**src/rtl/adc_seq_consts.vh**
```
`ifndef ADC_SEQ_CONSTS_VH
`define ADC_SEQ_CONSTS_VH

// register indices on the plain port
`define REG_CONTROL_WORD_0 2'h0
`define REG_CONTROL_WORD_1 2'h1
`define REG_RESULT 2'h2

// control_word_0 fields
`define CW0_SREF_HI 15
`define CW0_SREF_LO 13
`define CW0_SREF_LOW_PIN 15
`define CW0_SHT_HI 12
`define CW0_SHT_LO 11
`define CW0_REF_GEN_ON 5
`define CW0_CORE_ON 4
`define CW0_IRQ_EN 3
`define CW0_DONE_FLAG 2
`define CW0_CONV_EN 1
`define CW0_SW_START 0

// control_word_1 fields
`define CW1_INPUT_CHANNEL_SELECT_HI 15
`define CW1_INPUT_CHANNEL_SELECT_LO 12
`define CW1_HW_TRIG 10
`define CW1_DIV_HI 7
`define CW1_DIV_LO 5
`define CW1_SEQ_HI 2
`define CW1_SEQ_LO 1
`define CW1_BUSY 0

// reset values
`define CW0_RESET 16'h0000
`define CW1_RESET 16'h0000
`define RESULT_RESET 10'h000

// sequence modes
`define SEQ_SINGLE 2'h0
`define SEQ_DOWN 2'h1
`define SEQ_REPEAT_SINGLE 2'h2
`define SEQ_REPEAT_DOWN 2'h3

// sample period codes and lengths in conversion clock cycles
`define SHT_4 2'h0
`define SHT_8 2'h1
`define SHT_16 2'h2
`define SAMPLE_4 7'h04
`define SAMPLE_8 7'h08
`define SAMPLE_16 7'h10
`define SAMPLE_64 7'h40

// channel and reference codes
`define TEMP_CHANNEL 4'hA
`define CHANNEL_ZERO 4'h0
`define VRP_AVCC 2'h0
`define VRP_INTERNAL 2'h1
`define VRP_EXTERNAL 2'h2

// converter
`define CODE_MSB 4'h9
`define ONE_HOT_ONE 12'h001

`endif

```
**src/rtl/adc_sequencing_control.v**
```verilog
// Notes on behaviour
// - every finished conversion writes a 10-bit unsigned code into the result register.
// - code equals 1023 times input above low reference over reference span.
// - code saturates at full scale above high reference, zero below low.
// - reference pair comes from three-bit field, bits 15 to 13 of word 0.
// - bit 15 picks low-reference pin; low two bits pick high reference source.
// - internal reference generator powered while its enable bit is set, or while channel 10 is being converted.
// - channel field picks single channel, or the first channel of a sequence.
// - mux opens old channel before closing new; idle channels grounded.
// - channel 10 powers reference generator, not the pin, not the select.
// - mode 00 does exactly one conversion on the selected channel.
// - mode 01 converts selected channel down to channel zero once, then stops.
// - mode 10 repeats selected channel until repeat is left or enable clears.
// - mode 11 repeats descending sequence until repeat left or enable clears.
// - result register loaded first, conversion-done flag set the cycle after.
// - done flag with interrupt enable raises the interrupt request.
// - sample period is 4, 8, 16 or 64 conversion clock cycles.
// - conversion clock is the source divided by any factor 1 to 8.
`timescale 1ns/1ps
`default_nettype none
`include "adc_seq_consts.vh"

module adc_sequencing_control #(
   parameter CHANNELS = 12,
   parameter CODE_WIDTH = 10
) (
   // clock and reset
   input wire sys_clk,
   input wire rst,
   // register port
   input wire [1:0] reg_addr,
   input wire [15:0] reg_wdata,
   input wire reg_write,
   input wire reg_read,
   output reg [15:0] reg_rdata,
   // triggers
   input wire conv_clock_src,
   input wire hw_sample_trigger,
   // analog core
   input wire comparator_high,
   output reg [CODE_WIDTH-1:0] dac_code,
   output reg sample_hold,
   output wire core_power,
   // multiplexer
   output reg [CHANNELS-1:0] channel_close,
   output wire [CHANNELS-1:0] channel_ground,
   // reference
   output wire ref_gen_power,
   output wire ref_pin_enable,
   output wire [1:0] vr_plus_select,
   output wire vr_minus_pin,
   // interrupt
   output wire conversion_irq
);

   // one-hot sequencer states
   localparam [5:0] ST_IDLE = 6'h01;
   localparam [5:0] ST_BREAK = 6'h02;
   localparam [5:0] ST_SAMPLE = 6'h04;
   localparam [5:0] ST_CONVERT = 6'h08;
   localparam [5:0] ST_STORE = 6'h10;
   localparam [5:0] ST_FLAG = 6'h20;

   reg [15:0] control_word_0;
   reg [15:0] control_word_1;
   reg [CODE_WIDTH-1:0] conversion_result_reg;
   reg conversion_done_flag;
   reg [5:0] state;
   reg [5:0] next_state;
   reg [3:0] channel;
   reg [3:0] next_channel;
   reg [2:0] div_count;
   reg [6:0] sample_count;
   reg [3:0] bit_index;
   reg trigger_armed;
   reg sw_start;
   reg [6:0] sample_len;
   wire conv_tick;
   wire conversion_enable;
   wire [1:0] sequence_mode_select;
   wire [3:0] input_channel_select;
   wire start_request;
   wire last_in_sequence;
   wire keep_going;
   wire [CODE_WIDTH-1:0] trial_bit;

   assign conversion_enable = control_word_0[`CW0_CONV_EN];
   assign sequence_mode_select = control_word_1[`CW1_SEQ_HI:`CW1_SEQ_LO];
   assign input_channel_select = control_word_1[`CW1_INPUT_CHANNEL_SELECT_HI:`CW1_INPUT_CHANNEL_SELECT_LO];

   // register writes; software start is a pulse, and its stored bit in control_word_0 is never used
   always @(posedge sys_clk) begin
      if (rst) begin
         control_word_0 <= `CW0_RESET;
         control_word_1 <= `CW1_RESET;
         sw_start <= 1'b0;
      end else begin
         sw_start <= reg_write && (reg_addr == `REG_CONTROL_WORD_0) &&
                     reg_wdata[`CW0_SW_START];
         if (reg_write && reg_addr == `REG_CONTROL_WORD_0) begin
            control_word_0 <= reg_wdata;
         end
         if (reg_write && reg_addr == `REG_CONTROL_WORD_1) begin
            control_word_1 <= reg_wdata;
         end
      end
   end

   // done flag: a hardware set in the same cycle beats a software clear
   always @(posedge sys_clk) begin
      if (rst) begin
         conversion_done_flag <= 1'b0;
      end else if (state == ST_FLAG) begin
         conversion_done_flag <= 1'b1;
      end else if (reg_write && reg_addr == `REG_CONTROL_WORD_0) begin
         conversion_done_flag <= reg_wdata[`CW0_DONE_FLAG];
      end
   end

   assign conversion_irq = conversion_done_flag &
                           control_word_0[`CW0_IRQ_EN];

   // read data one cycle after the strobe; unmapped index reads zero
   always @(posedge sys_clk) begin
      if (rst) begin
         reg_rdata <= 16'h0000;
      end else if (reg_read) begin
         case (reg_addr)
            `REG_CONTROL_WORD_0: begin
               reg_rdata <= {control_word_0[15:3], conversion_done_flag,
                             control_word_0[`CW0_CONV_EN], 1'b0};
            end
            `REG_CONTROL_WORD_1: begin
               reg_rdata <= {control_word_1[15:1], ~state[0]};
            end
            `REG_RESULT: begin
               reg_rdata <= {{(16-CODE_WIDTH){1'b0}}, conversion_result_reg};
            end
            default: begin
               reg_rdata <= 16'h0000;
            end
         endcase
      end else begin
         reg_rdata <= 16'h0000;
      end
   end

   // conversion clock: one tick every (divider field + 1) source cycles
   // held at zero outside sample and convert, so a sample window is whole ticks
   always @(posedge sys_clk) begin
      if (rst) begin
         div_count <= 3'h0;
      end else if (state != ST_SAMPLE && state != ST_CONVERT) begin
         div_count <= 3'h0;
      end else if (!conv_clock_src) begin
         div_count <= div_count;
      end else if (div_count >= control_word_1[`CW1_DIV_HI:`CW1_DIV_LO]) begin
         div_count <= 3'h0;
      end else begin
         div_count <= div_count + 3'h1;
      end
   end
   assign conv_tick = conv_clock_src &&
                      (div_count >= control_word_1[`CW1_DIV_HI:`CW1_DIV_LO]);

   // sample period select
   always @* begin
      case (control_word_0[`CW0_SHT_HI:`CW0_SHT_LO])
         `SHT_4: sample_len = `SAMPLE_4;
         `SHT_8: sample_len = `SAMPLE_8;
         `SHT_16: sample_len = `SAMPLE_16;
         default: sample_len = `SAMPLE_64;
      endcase
   end

   // a hardware trigger disarms itself until enable goes low again
   always @(posedge sys_clk) begin
      if (rst) begin
         trigger_armed <= 1'b1;
      end else if (!conversion_enable) begin
         trigger_armed <= 1'b1;
      end else if (state == ST_IDLE && start_request &&
                   control_word_1[`CW1_HW_TRIG]) begin
         trigger_armed <= 1'b0;
      end
   end

   assign start_request = conversion_enable && control_word_0[`CW0_CORE_ON] &&
                          (control_word_1[`CW1_HW_TRIG] ?
                           (hw_sample_trigger && trigger_armed) : sw_start);

   // mode is sampled only at the end of a conversion, so a change waits
   assign last_in_sequence = (channel == `CHANNEL_ZERO);
   assign keep_going = conversion_enable;

   // sequencer next state
   always @* begin
      next_state = state;
      next_channel = channel;
      case (state)
         ST_IDLE: begin
            if (start_request) begin
               next_state = ST_BREAK;
               next_channel = input_channel_select;
            end
         end
         ST_BREAK: begin
            next_state = ST_SAMPLE;
         end
         ST_SAMPLE: begin
            if (conv_tick && sample_count == sample_len - 7'h01) begin
               next_state = ST_CONVERT;
            end
         end
         ST_CONVERT: begin
            if (conv_tick && bit_index == 4'h0) begin
               next_state = ST_STORE;
            end
         end
         ST_STORE: begin
            next_state = ST_FLAG;
         end
         ST_FLAG: begin
            case (sequence_mode_select)
               `SEQ_SINGLE: begin
                  next_state = ST_IDLE;
               end
               `SEQ_DOWN: begin
                  if (last_in_sequence) begin
                     next_state = ST_IDLE;
                  end else begin
                     next_state = ST_BREAK;
                     next_channel = channel - 4'h1;
                  end
               end
               `SEQ_REPEAT_SINGLE: begin
                  next_state = keep_going ? ST_SAMPLE : ST_IDLE;
               end
               default: begin
                  if (!last_in_sequence) begin
                     next_state = ST_BREAK;
                     next_channel = channel - 4'h1;
                  end else if (keep_going) begin
                     next_state = ST_BREAK;
                     next_channel = input_channel_select;
                  end else begin
                     next_state = ST_IDLE;
                  end
               end
            endcase
         end
         default: begin
            next_state = ST_IDLE;
         end
      endcase
   end

   // sequencer registers
   always @(posedge sys_clk) begin
      if (rst) begin
         state <= ST_IDLE;
         channel <= `CHANNEL_ZERO;
      end else begin
         state <= next_state;
         channel <= next_channel;
      end
   end

   // sample timer and successive approximation
   assign trial_bit = {{(CODE_WIDTH-1){1'b0}}, 1'b1} << bit_index;
   always @(posedge sys_clk) begin
      if (rst) begin
         sample_count <= 7'h00;
         bit_index <= `CODE_MSB;
         dac_code <= {CODE_WIDTH{1'b0}};
         sample_hold <= 1'b0;
      end else begin
         case (state)
            ST_SAMPLE: begin
               sample_hold <= 1'b1;
               bit_index <= `CODE_MSB;
               dac_code <= {1'b1, {(CODE_WIDTH-1){1'b0}}};
               if (conv_tick) begin
                  sample_count <= sample_count + 7'h01;
               end
            end
            ST_CONVERT: begin
               sample_hold <= 1'b0;
               sample_count <= 7'h00;
               if (conv_tick) begin
                  // keep the trial bit only if input reached the dac level
                  if (!comparator_high) begin
                     dac_code <= dac_code & ~trial_bit;
                  end
                  if (bit_index != 4'h0) begin
                     bit_index <= bit_index - 4'h1;
                     dac_code <= (comparator_high ? dac_code : (dac_code & ~trial_bit)) |
                                 (trial_bit >> 1);
                  end
               end
            end
            default: begin
               sample_hold <= 1'b0;
               sample_count <= 7'h00;
               bit_index <= `CODE_MSB;
            end
         endcase
      end
   end

   // result loads one cycle ahead of the flag
   always @(posedge sys_clk) begin
      if (rst) begin
         conversion_result_reg <= `RESULT_RESET;
      end else if (state == ST_STORE) begin
         conversion_result_reg <= dac_code;
      end
   end

   // multiplexer: all switches open in break cycle, closed while sampling
   genvar ch;
   generate
      for (ch = 0; ch < CHANNELS; ch = ch + 1) begin : g_mux
         always @(posedge sys_clk) begin
            if (rst) begin
               channel_close[ch] <= 1'b0;
            end else begin
               channel_close[ch] <= (channel == ch) &&
                                    (next_state != ST_BREAK) &&
                                    (next_state != ST_IDLE);
            end
         end
         // grounding the middle node of every open switch cuts crosstalk
         assign channel_ground[ch] = ~channel_close[ch];
      end
   endgenerate

   // references; the temperature channel only adds generator power
   assign ref_gen_power = control_word_0[`CW0_REF_GEN_ON] ||
                          (!state[0] && channel == `TEMP_CHANNEL);
   assign ref_pin_enable = control_word_0[`CW0_REF_GEN_ON];
   assign vr_plus_select = (control_word_0[`CW0_SREF_LO+1:`CW0_SREF_LO] == `VRP_AVCC) ?
                           `VRP_AVCC :
                           (control_word_0[`CW0_SREF_LO+1:`CW0_SREF_LO] == `VRP_INTERNAL) ?
                           `VRP_INTERNAL : `VRP_EXTERNAL;
   assign vr_minus_pin = control_word_0[`CW0_SREF_LOW_PIN];
   // turn-on and settling waits are left to software
   assign core_power = control_word_0[`CW0_CORE_ON];

endmodule // adc_sequencing_control

`default_nettype wire

```
**config.mk**
```make
export PLATFORM = sky130hd
export DESIGN_NAME = adc_sequencing_control
export DESIGN_NICKNAME = d
export VERILOG_FILES = /design/src/rtl/adc_sequencing_control.v
export VERILOG_INCLUDE_DIRS = /design/src /design/src/rtl
export SDC_FILE = /design/constraint.sdc
export NUM_CORES = 1
export LEC_CHECK = 0
export BUFFER_PORTS_ARGS = -buffer_cell sky130_fd_sc_hd__buf_2
export CAP_MARGIN = 20
export CORE_ASPECT_RATIO = 1.5
export CORE_MARGIN = 2
export CORE_UTILIZATION = 43
export DETAILED_ROUTE_END_ITERATION = 7
export HOLD_SLACK_MARGIN = 0.15
export SLEW_MARGIN = 20
export SYNTH_ARGS = -nofsm -noshare
export SYNTH_HDL_FRONTEND = slang
export SYNTH_SLANG_ARGS = --single-unit
```
**constraint.sdc**
```tcl
create_clock -name sys_clk -period 3 [get_ports sys_clk]
set_clock_uncertainty 0.2 [all_clocks]
set_input_delay 0.6 -clock sys_clk [delete_from_list [all_inputs] [get_ports sys_clk]]
set_output_delay 0.6 -clock sys_clk [all_outputs]
set_load 0.05 [all_outputs]
```
==> out/metrics.cfg, run 1 <==
[critical_path]
path_max_fanout=8
critical_path.reg2reg.startpoint=channel[0]
cp.buffers_inverters=1
worstSetupPathType=reg2reg
setup_slack_on_the_worst_flop_to_flop_path_ps=560
startpoint_type=flip-flop
critical-path-top-delay-family=compound AO/OA/AOI/OAI gates
startpoint=channel[0]
worst-endpoint-required_ps=3090
crit_path_cell_trace=inv_1, ha_1, or3b_1, o211ai_2, nand2_1, a2111oi_0, a31o_2
timing.critical_path.slowest_stage_cell=or3b_1
worst_r2r_path_cells=7
critPathArrivalTime_ps=2520
slowest_stage_delay_on_critical_path_ps=420
timing.critical_path.to=channel[1]
critical_path.reg2reg.endpoint=channel[1]
worst-path-stages=7
timing.critical_path.to_type=flip-flop

[clock_tree]
cts_root_buffer=clkbuf_16
post-cts-setup-buffer-count=0
numCtsBuffers=9
post_cts.resized_instances=0
hold_buffers=0
worst_skew_pair.late_latency_ps=340
cts_tree=yes
cts.htree.levels=3
numClockSinks=105
cts.reportedPaths.clkPinSlew_ps=70
cts_buffer_depth=2

[die]
initial_utilization_pct=43.8
io-pin-count=83
placeableCoreArea_mm2=0.0105
dieHeight_um=131
die_area_mm2=0.0116
std_cell_rows=46
horizontal_die_dimension_um=88.5

[sta]
timing_worst_slew_pin_value_ps=709
final_min_period_over_clock_period_pct=81.3
grt_setup_unrepaired=false
maxSlewViolCount=0
setup_total_negative_slack_ps=0
timing.final.crit_period_ps=2440
report.final.setup_viol=0
max_freq_ghz=0.410
timing_hold_violations_final=0
max-slew-margin-rel_pct=52.6

[drt]
drt_pass1_iterations=4
avgViaCountPerCell=5.20
post-route-drc-count=0
finalWirelength_um=11500
ant_nets=0
avg_wl_per_cell_um=14.7
overall_via_count_from_detail_route=4082
detailedRoute.firstIterationViolations=184

[power_and_ir_drop]
worst_ir_drop_vdd_v=0.000293
finalPower_mw=2.78
power_density_mw_per_mm2=510
leakagePower_nw=2.28

[logic_synthesis]
synth_ff_type=dfxtp_1
synth_top_cells_by_area=dfxtp_1 (46%), nand2_1 (7.3%), a21oi_1 (7.0%), nor2_1 (5.6%), mux2i_1 (5.2%)
portion_of_the_post_synthesis_area_used_by_sequential_elements_pct=45.6
synth.yosys.warnings=0
post_synth_instance_area_mm2=0.00461
synth-edff-count=0
synthDominantAreaCellType=dfxtp_1
synthesis.instances=563
post_synth.cell_area_avg_um2=8.19
synth_top_area_share_pct=45.6
yosys.cell_types.count=54
async_s_r_ff_share_synth_pct=0
synth_seq_cells=105
synth_nets=603

[cells_and_area]
largest_reg_flops=16
max_flop_register=reg_rdata
n_antenna_cell=0
fin_nets=676
final_cells=785
final_area_mm2=0.00546
synthToLayoutAreaGrowth_pct=18.4
largest_registers=reg_rdata: 16 flops, control_word_1: 15 flops, control_word_0: 14 flops
drive_gt1_share_pct=18.7

[global_routing]
grt_max_degree=31
first_global_vias=3841
grt_remaining_overflow=0
grt_pass1_wl_um=18200
groute.usage.overall_pct=20.3
antenna_found_initial=0

[place]
buffer_ports.inserted=82
post_dp_cell_area_mm2=0.00515
detailed_place_hpwl_um=8570
place_congestion=0.834
dp_cells=769

[worst_hold_path]
worstHoldPathType=reg2reg

[status]
outcome=finished, final reports clean

[run]
max_cap_viol_count=0

[layout make-up]
type / instances / area (um2)
Fill cell: 1041 / 5070
Inverter: 30 / 113
Sequential cell: 105 / 2100
Clock buffer: 10 / 239
Multi-Input combinational cell: 400 / 2280
Clock inverter: 6 / 72.6
Tap cell: 144 / 180
Timing Repair Buffer: 90 / 470
[synthesized netlist by cell type (5+ instances only)]
master    instances
inv_1            30
nand3_1          16
dfxtp_1         105
nand4_1           6
nand2_1          90
o21ai_1           7
a21oi_1          64
and2_1            5
clkbuf_1         25
ha_1             15
nor2b_1           9
nor2_1           69
nor3_1            8
xor2_1            5
mux2i_1          24
o21ai_0          17
[metal layers]
metal  GRT usage (%)  up-vias  wire length (um)
li1                -     2052                 -
met1            22.8     1903              4770
met2            37.2      107              6110
met3            4.02       20               480
met4            7.93        0               189
met5               0        -                 0
[stage by stage]
stage / setup WS (ps) / hold WS [ps] / util [%]
after global routing: 423 / 275 / 51.8
after CTS: 587 / 260 / 51.8
after global placement: 645 / 242 / 48.9
after floorplan: 801 / 206 / -
final: 561 / 261 / 51.8
after detailed placement: 579 / 249 / 48.9
[worst register-to-register path: cells and delay by family, from the launching register on]
kind	cells	cell delay, ps
DFF	1	370
AOI/OAI and AO/OA	3	920
adders and majority gates	1	210
and+or+nand+nor	2	510
buffers and inverters	1	190
[power breakdown]
part	switching (mW)	internal, mW	leakage [nW]	total (mW)
registers	0.0120	1.41	0.848	1.42
logic	0.0996	0.0466	1.28	0.146
clock network	0.537	0.679	0.150	1.22
total	0.649	2.13	2.28	2.78
[cell families (layout without fill, tap and decap cells)]
family	Yosys count	count (layout)	share of synthesized area [%]
multiplexers	24	24	5.21
AO/OA/AOI/OAI	119	119	15.0
buffers and inverters	58	136	4.89
flip-flops	105	105	45.6
adder cells (fa/ha/maj)	15	15	4.07
XOR/XNOR	7	7	1.33
AND/OR/NAND/NOR	235	235	23.9
[worst min path at each step]
| stage | end | start | slack (ps) | cells after the start |
|---|---|---|---|---|
| after floorplan | trigger_armed | control_word_0[1] | 210 | 1 |
| after global placement | control_word_0[10] | control_word_0[10] | 240 | 2 |
| after detailed placement | trigger_armed | control_word_0[1] | 250 | 1 |
| after CTS | control_word_1[11] | control_word_1[11] | 260 | 2 |
| after global routing | control_word_1[3] | control_word_1[3] | 280 | 2 |
| final | control_word_1[11] | control_word_1[11] | 260 | 2 |
[placed cells by master (no fill, tap or decap), types with 3 or more instances in the layout]
| master | n |
|---|---|
| clkbuf_16 | 9 |
| nand2_1 | 90 |
| nand3_1 | 16 |
| buf_4 | 8 |
| nor3b_1 | 4 |
| dfxtp_1 | 105 |
| nand2b_1 | 4 |
| nor2_1 | 69 |
| a21oi_1 | 64 |
| buf_2 | 82 |
| nand4_1 | 6 |
| o21a_1 | 3 |
| o21ai_1 | 7 |
| or2_2 | 4 |
| mux2i_1 | 24 |
| and3_1 | 4 |
| nor3_1 | 8 |
| a31oi_1 | 3 |
| inv_1 | 30 |
| ha_1 | 15 |
| o21ai_0 | 17 |
| and2_1 | 5 |
| nor2b_1 | 9 |
| xor2_1 | 5 |
| a21boi_0 | 3 |
No activity file was read; power rests on OpenSTA's default activity.
==> inputs of run 2 (changes only) <==
Clock period 3 ns to 2.5 ns, I/O delays scaled along.
==> run 2 against run 1 <==
Effect of this change: combinational power grew 25%; register-to-register slack lost 440 ps; sequential cell count is the same; worst hold slack lost 66 ps; largest power group unchanged.
==> out/metrics.cfg, run 2 (synthesized netlist as in run 1, its figures left out) <==
[status]
outcome=finished, final reports clean  ; unchanged

[place]
worst_setup_slack_after_placement_ps=25.5  ; was 579 ps
dp_cells=776  ; was 769
post_dp_cell_area_mm2=0.00520  ; was 0.00515 mm2
buffer_ports.inserted=82  ; unchanged
place_congestion=0.893  ; was 0.834
detailed_place_hpwl_um=8810  ; was 8570 um

[sta]
max_freq_ghz=0.421  ; was 0.410 GHz
timing.final.crit_period_ps=2380  ; was 2440 ps
final_min_period_over_clock_period_pct=95.1  ; was 81.3%
maxSlewViolCount=0  ; unchanged
timing_worst_slew_pin_value_ps=690  ; was 709 ps
grt_setup_unrepaired=false  ; unchanged
timing_hold_violations_final=0  ; unchanged
max-slew-margin-rel_pct=53.8  ; was 52.6%
hold_ws_ps=195  ; was 261 ps
report.final.setup_viol=0  ; unchanged
setup_total_negative_slack_ps=0  ; unchanged
final.setup.worst_slack_ps=122  ; was 561 ps

[global_routing]
grt_pass1_wl_um=18700  ; was 18200 um
grt_remaining_overflow=0  ; unchanged
groute.usage.overall_pct=20.9  ; was 20.3%
antenna_found_initial=0  ; unchanged
first_global_vias=3866  ; was 3841
grt_max_degree=38  ; was 31

[critical_path]
worst-path-stages=7  ; unchanged
critical-path-top-delay-family=compound AO/OA/AOI/OAI gates  ; unchanged
worst-endpoint-required_ps=2590  ; was 3090 ps
worstSetupPathType=reg2reg  ; unchanged
worst_r2r_path_cells=7  ; unchanged
startpoint_type=flip-flop  ; unchanged
timing.critical_path.slowest_stage_cell=or3b_1  ; unchanged
slowest_stage_delay_on_critical_path_ps=450  ; was 420 ps
cp.buffers_inverters=1  ; unchanged
critPathArrivalTime_ps=2470  ; was 2520 ps
path_max_fanout=7  ; was 8
crit_path_cell_trace=inv_1, ha_1, or3b_1, o211ai_4, nand2_1, a2111oi_1, a31o_2  ; was inv_1, ha_1, or3b_1, o211ai_2, nand2_1, a2111oi_0, a31o_2
timing.critical_path.to_type=flip-flop  ; unchanged

[cells_and_area]
post_route_core_utilization_pct=52.5  ; was 51.8%
final_area_mm2=0.00553  ; was 0.00546 mm2
drive_gt1_share_pct=19.5  ; was 18.7%
max_flop_register=reg_rdata  ; unchanged
mostFrequentLayoutCells=dfxtp_1 (105), nand2_1 (90), buf_2 (82)  ; unchanged
n_antenna_cell=0  ; unchanged
final_cells=791  ; was 785
mostFrequentLayoutCell=dfxtp_1  ; unchanged
fill_cells=1043  ; was 1041
largest_registers=reg_rdata: 16 flops, control_word_1: 15 flops, control_word_0: 14 flops  ; unchanged
seq_area_mm2=0.00210  ; unchanged
multiInputGateArea_mm2=0.00229  ; was 0.00228 mm2
largest_reg_flops=16  ; unchanged
synthToLayoutAreaGrowth_pct=20.1  ; was 18.4%
fin_nets=684  ; was 676

[worst_hold_path]
hold_depth=2  ; unchanged
worstHoldPathType=in2reg  ; was reg2reg

[drt]
finalWirelength_um=11800  ; was 11500 um
m1_wire_length_um=4810  ; was 4770 um
avgViaCountPerCell=5.24  ; was 5.20
dr.max_layer_used=met4  ; unchanged
drt_pass1_iterations=5  ; was 4
dr_wl_met2_um=6320  ; was 6110 um
detailedRoute.firstIterationViolations=135  ; was 184
wl_met3_um=480  ; unchanged
post-route-drc-count=0  ; unchanged
overall_via_count_from_detail_route=4142  ; was 4082
avg_wl_per_cell_um=14.9  ; was 14.7 um
ant_nets=0  ; unchanged

[power_and_ir_drop]
finalPower_mw=3.40  ; was 2.78 mW
leakagePower_nw=2.32  ; was 2.28 nW
power_density_mw_per_mm2=614  ; was 510 mW/mm2
worst_ir_drop_vdd_v=0.000334  ; was 0.000293 V

[clock_tree]
cts.htree.levels=3  ; unchanged
cts_root_buffer=clkbuf_16  ; unchanged
numCtsBuffers=9  ; unchanged
cts_buffer_depth=2  ; unchanged
hold_buffers=0  ; unchanged
numClockSinks=105  ; unchanged
worst_skew_pair.late_latency_ps=350  ; was 340 ps
cts.reportedPaths.clkPinSlew_ps=60  ; was 70 ps
cts_tree=yes  ; unchanged

[die]
io-pin-count=83  ; unchanged
dieHeight_um=131  ; unchanged
placeableCoreArea_mm2=0.0105  ; unchanged
horizontal_die_dimension_um=88.5  ; unchanged
initial_utilization_pct=43.8  ; unchanged
die_area_mm2=0.0116  ; unchanged
std_cell_rows=46  ; unchanged

[run]
max_cap_viol_count=0  ; unchanged

run 2: cell count changes in the layout (fill, tap and decap cells not counted), sizes merged:
cell / change
clkinv: -1
buf: +8
inv: -2
bufinv: +1
clkbuf: +1
clkinvlp: -1
run 2: power by group:
group	switching, mW	internal [mW]
combinational	0.122	0.0593
sequential	0.0126	1.69
clock	0.596	0.919
run 2: path summary, 6_finish.rpt:
path | from | end | slack [ps]
setup reg to reg | channel[0] | channel[1] | 120
hold / removal | reg_wdata[0] | sw_start | 190
hold reg to reg | control_word_0[6] | control_word_0[6] | 260
setup / recovery | channel[0] | channel[1] | 120
run 2: worst register-to-register path, delay by kind of cell, from the launching register on:
family,cells,cell delay [ps]
AO/OA/AOI/OAI,3,820
buffers and inverters,1,190
AND/OR/NAND/NOR,2,550
adder cells (fa/ha/maj),1,210
flip-flops,1,370
run 2: area by class of cell:
type | count | area share [%]
Sequential cell | 105 | 38.0
Multi-Input combinational cell | 400 | 41.4
Timing Repair Buffer | 98 | 9.59
Inverter | 30 | 2.03
Clock inverter | 3 | 1.18
Tap cell | 144 | 3.26
Clock buffer | 11 | 4.57
run 2: what timing repair did:
item	4_1_cts	5_1_grt
setup endpoints to repair	0	2
buffers inserted	0	1
resized for setup	0	2
run 2: routing by layer:
| metal | GRT usage [%] | vias to the layer above |
|---|---|---|
| met5 | 0 | - |
| met4 | 6.95 | 0 |
| met3 | 4.33 | 13 |
| met2 | 39.0 | 95 |
| met1 | 23.0 | 1962 |
| li1 | - | 2072 |
==> inputs of run 3 (changes only) <==
Settings changed: PLACE_DENSITY set to 0.74.
==> run 3 against run 2 <==
Effect of this change: critical path type unchanged; sequential cell count is the same; die area is the same; critical path depth is the same; clock power shrank 14%; final cell count is the same; via count is essentially flat; non-clock buffer count shrank 1; sequential share of layout area grew 0.35 points; worst hold slack gained 4.7 ps; worst setup slack gained 19 ps; total power shrank 6.4%.
==> out/metrics.cfg, run 3 (synthesized netlist as in run 1, its figures left out) <==
[cells_and_area]
largest_reg_flops=16  ; unchanged
max_flop_register=reg_rdata  ; unchanged
mostFrequentLayoutCell=dfxtp_1  ; unchanged
drive_gt1_share_pct=19.6  ; was 19.5%
largest_registers=reg_rdata: 16 flops, control_word_1: 15 flops, control_word_0: 14 flops  ; unchanged
mostFrequentLayoutCells=dfxtp_1 (105), nand2_1 (90), buf_2 (82)  ; unchanged
n_antenna_cell=0  ; unchanged
fin_nets=683  ; was 684
synthToLayoutAreaGrowth_pct=19.0  ; was 20.1%
fill_cells=1023  ; was 1043

[die]
dieHeight_um=131  ; unchanged
initial_utilization_pct=43.8  ; unchanged
die_area_mm2=0.0116  ; unchanged
std_cell_rows=46  ; unchanged
placeableCoreArea_mm2=0.0105  ; unchanged
io-pin-count=83  ; unchanged
horizontal_die_dimension_um=88.5  ; unchanged

[critical_path]
critPathArrivalTime_ps=2380  ; was 2470 ps
worst-endpoint-required_ps=2520  ; was 2590 ps
worstSetupPathType=reg2reg  ; unchanged
startpoint_type=flip-flop  ; unchanged
path_max_fanout=7  ; unchanged
timing.critical_path.to_type=flip-flop  ; unchanged
worst_r2r_path_cells=7  ; unchanged

[power_and_ir_drop]
leakagePower_nw=2.29  ; was 2.32 nW
power_density_mw_per_mm2=580  ; was 614 mW/mm2
finalPower_mw=3.18  ; was 3.40 mW
worst_ir_drop_vdd_v=0.000317  ; was 0.000334 V

[place]
buffer_ports.inserted=82  ; unchanged
place_congestion=0.882  ; was 0.893
worst_setup_slack_after_placement_ps=30.1  ; was 25.5 ps
detailed_place_hpwl_um=8530  ; was 8810 um

[sta]
setup_total_negative_slack_ps=0  ; unchanged
maxSlewViolCount=0  ; unchanged
timing.final.crit_period_ps=2360  ; was 2380 ps
timing_worst_slew_pin_value_ps=755  ; was 690 ps
final_min_period_over_clock_period_pct=94.4  ; was 95.1%
report.final.setup_viol=0  ; unchanged
hold_ws_ps=199  ; was 195 ps
max_freq_ghz=0.424  ; was 0.421 GHz
final.setup.worst_slack_ps=141  ; was 122 ps
max-slew-margin-rel_pct=49.2  ; was 53.8%
timing_hold_violations_final=0  ; unchanged

[drt]
avgViaCountPerCell=5.23  ; was 5.24
drt_pass1_iterations=4  ; was 5
ant_nets=0  ; unchanged
detailedRoute.firstIterationViolations=237  ; was 135
finalWirelength_um=11400  ; was 11800 um
overall_via_count_from_detail_route=4140  ; was 4142
post-route-drc-count=0  ; unchanged
avg_wl_per_cell_um=14.5  ; was 14.9 um

[global_routing]
antenna_found_initial=0  ; unchanged
grt_max_degree=26  ; was 38
first_global_vias=3977  ; was 3866
grt_remaining_overflow=0  ; unchanged
grt_pass1_wl_um=18800  ; was 18700 um
groute.usage.overall_pct=20.7  ; was 20.9%

[clock_tree]
cts.htree.levels=3  ; unchanged
cts_buffer_depth=2  ; unchanged
cts_tree=yes  ; unchanged
hold_buffers=0  ; unchanged
cts_root_buffer=clkbuf_16  ; unchanged
numClockSinks=105  ; unchanged
numCtsBuffers=9  ; unchanged
cts.reportedPaths.clkPinSlew_ps=70  ; was 60 ps
worst_skew_pair.late_latency_ps=340  ; was 350 ps

[run]
max_cap_viol_count=0  ; unchanged

[worst_hold_path]
worstHoldPathType=in2reg  ; unchanged
hold_depth=3  ; was 2

[status]
outcome=finished, final reports clean  ; unchanged

==> run 3: path summary, 6_finish.rpt <==
check / to / startpoint / slack, ps
setup / recovery: channel[3] / channel[0] / 140
setup reg to reg: channel[3] / channel[0] / 140
hold reg to reg: control_word_0[8] / control_word_0[8] / 260
hold / removal: control_word_1[6] / reg_wdata[6] / 200
==> run 3: per-layer routing <==
metal / vias to the layer above / routed length [um] / track usage [%]
met5: - / 0 / 0
met4: 0 / 272 / 10.8
met3: 16 / 437 / 3.02
met2: 98 / 6350 / 38.0
met1: 1964 / 4370 / 22.4
li1: 2062 / - / -
==> run 3: timing repair <==
action / in CTS / in global routing
endpoints found under the setup margin: 0 / 2
gates resized for setup: 0 / 4
buffers inserted: 0 / 1
hold endpoints to repair: 0 / 0
==> run 3: per-stage QoR <==
stage | utilization, % | instance area [um2] | std cells
6_report | 52.1 | 5480 | 791
5_1_grt | 52.1 | 5480 | 791
4_1_cts | 51.9 | 5460 | 790
3_5_place_dp | 49.3 | 5190 | 775
3_3_place_gp | 49.3 | 5190 | 775
2_1_floorplan | - | 4610 | 563
==> run 3: cell type report <==
cell class / count / area, um2 / area share (%)
Timing Repair Buffer: 97 / 523 / 9.54
Sequential cell: 105 / 2100 / 38.3
Tap cell: 144 / 180 / 3.29
Multi-Input combinational cell: 400 / 2300 / 41.9
Inverter: 30 / 113 / 2.05
Clock inverter: 5 / 31.3 / 0.570
Clock buffer: 10 / 239 / 4.36
==> run 3: worst max-delay path, stage by stage, from the launching register on <==
cell	delay, ps
dfxtp_1	380
inv_1	200
ha_1	230
or3b_1	440
o211ai_4	240
nor2_1	80
o311ai_0	330
o31ai_1	130
==> run 3: where the power goes <==
group	total (mW)	internal [mW]	switching [mW]	leakage [nW]
combinational	0.178	0.0590	0.119	1.31
clock	1.30	0.695	0.605	0.135
sequential	1.70	1.69	0.0143	0.848
total	3.18	2.44	0.738	2.29
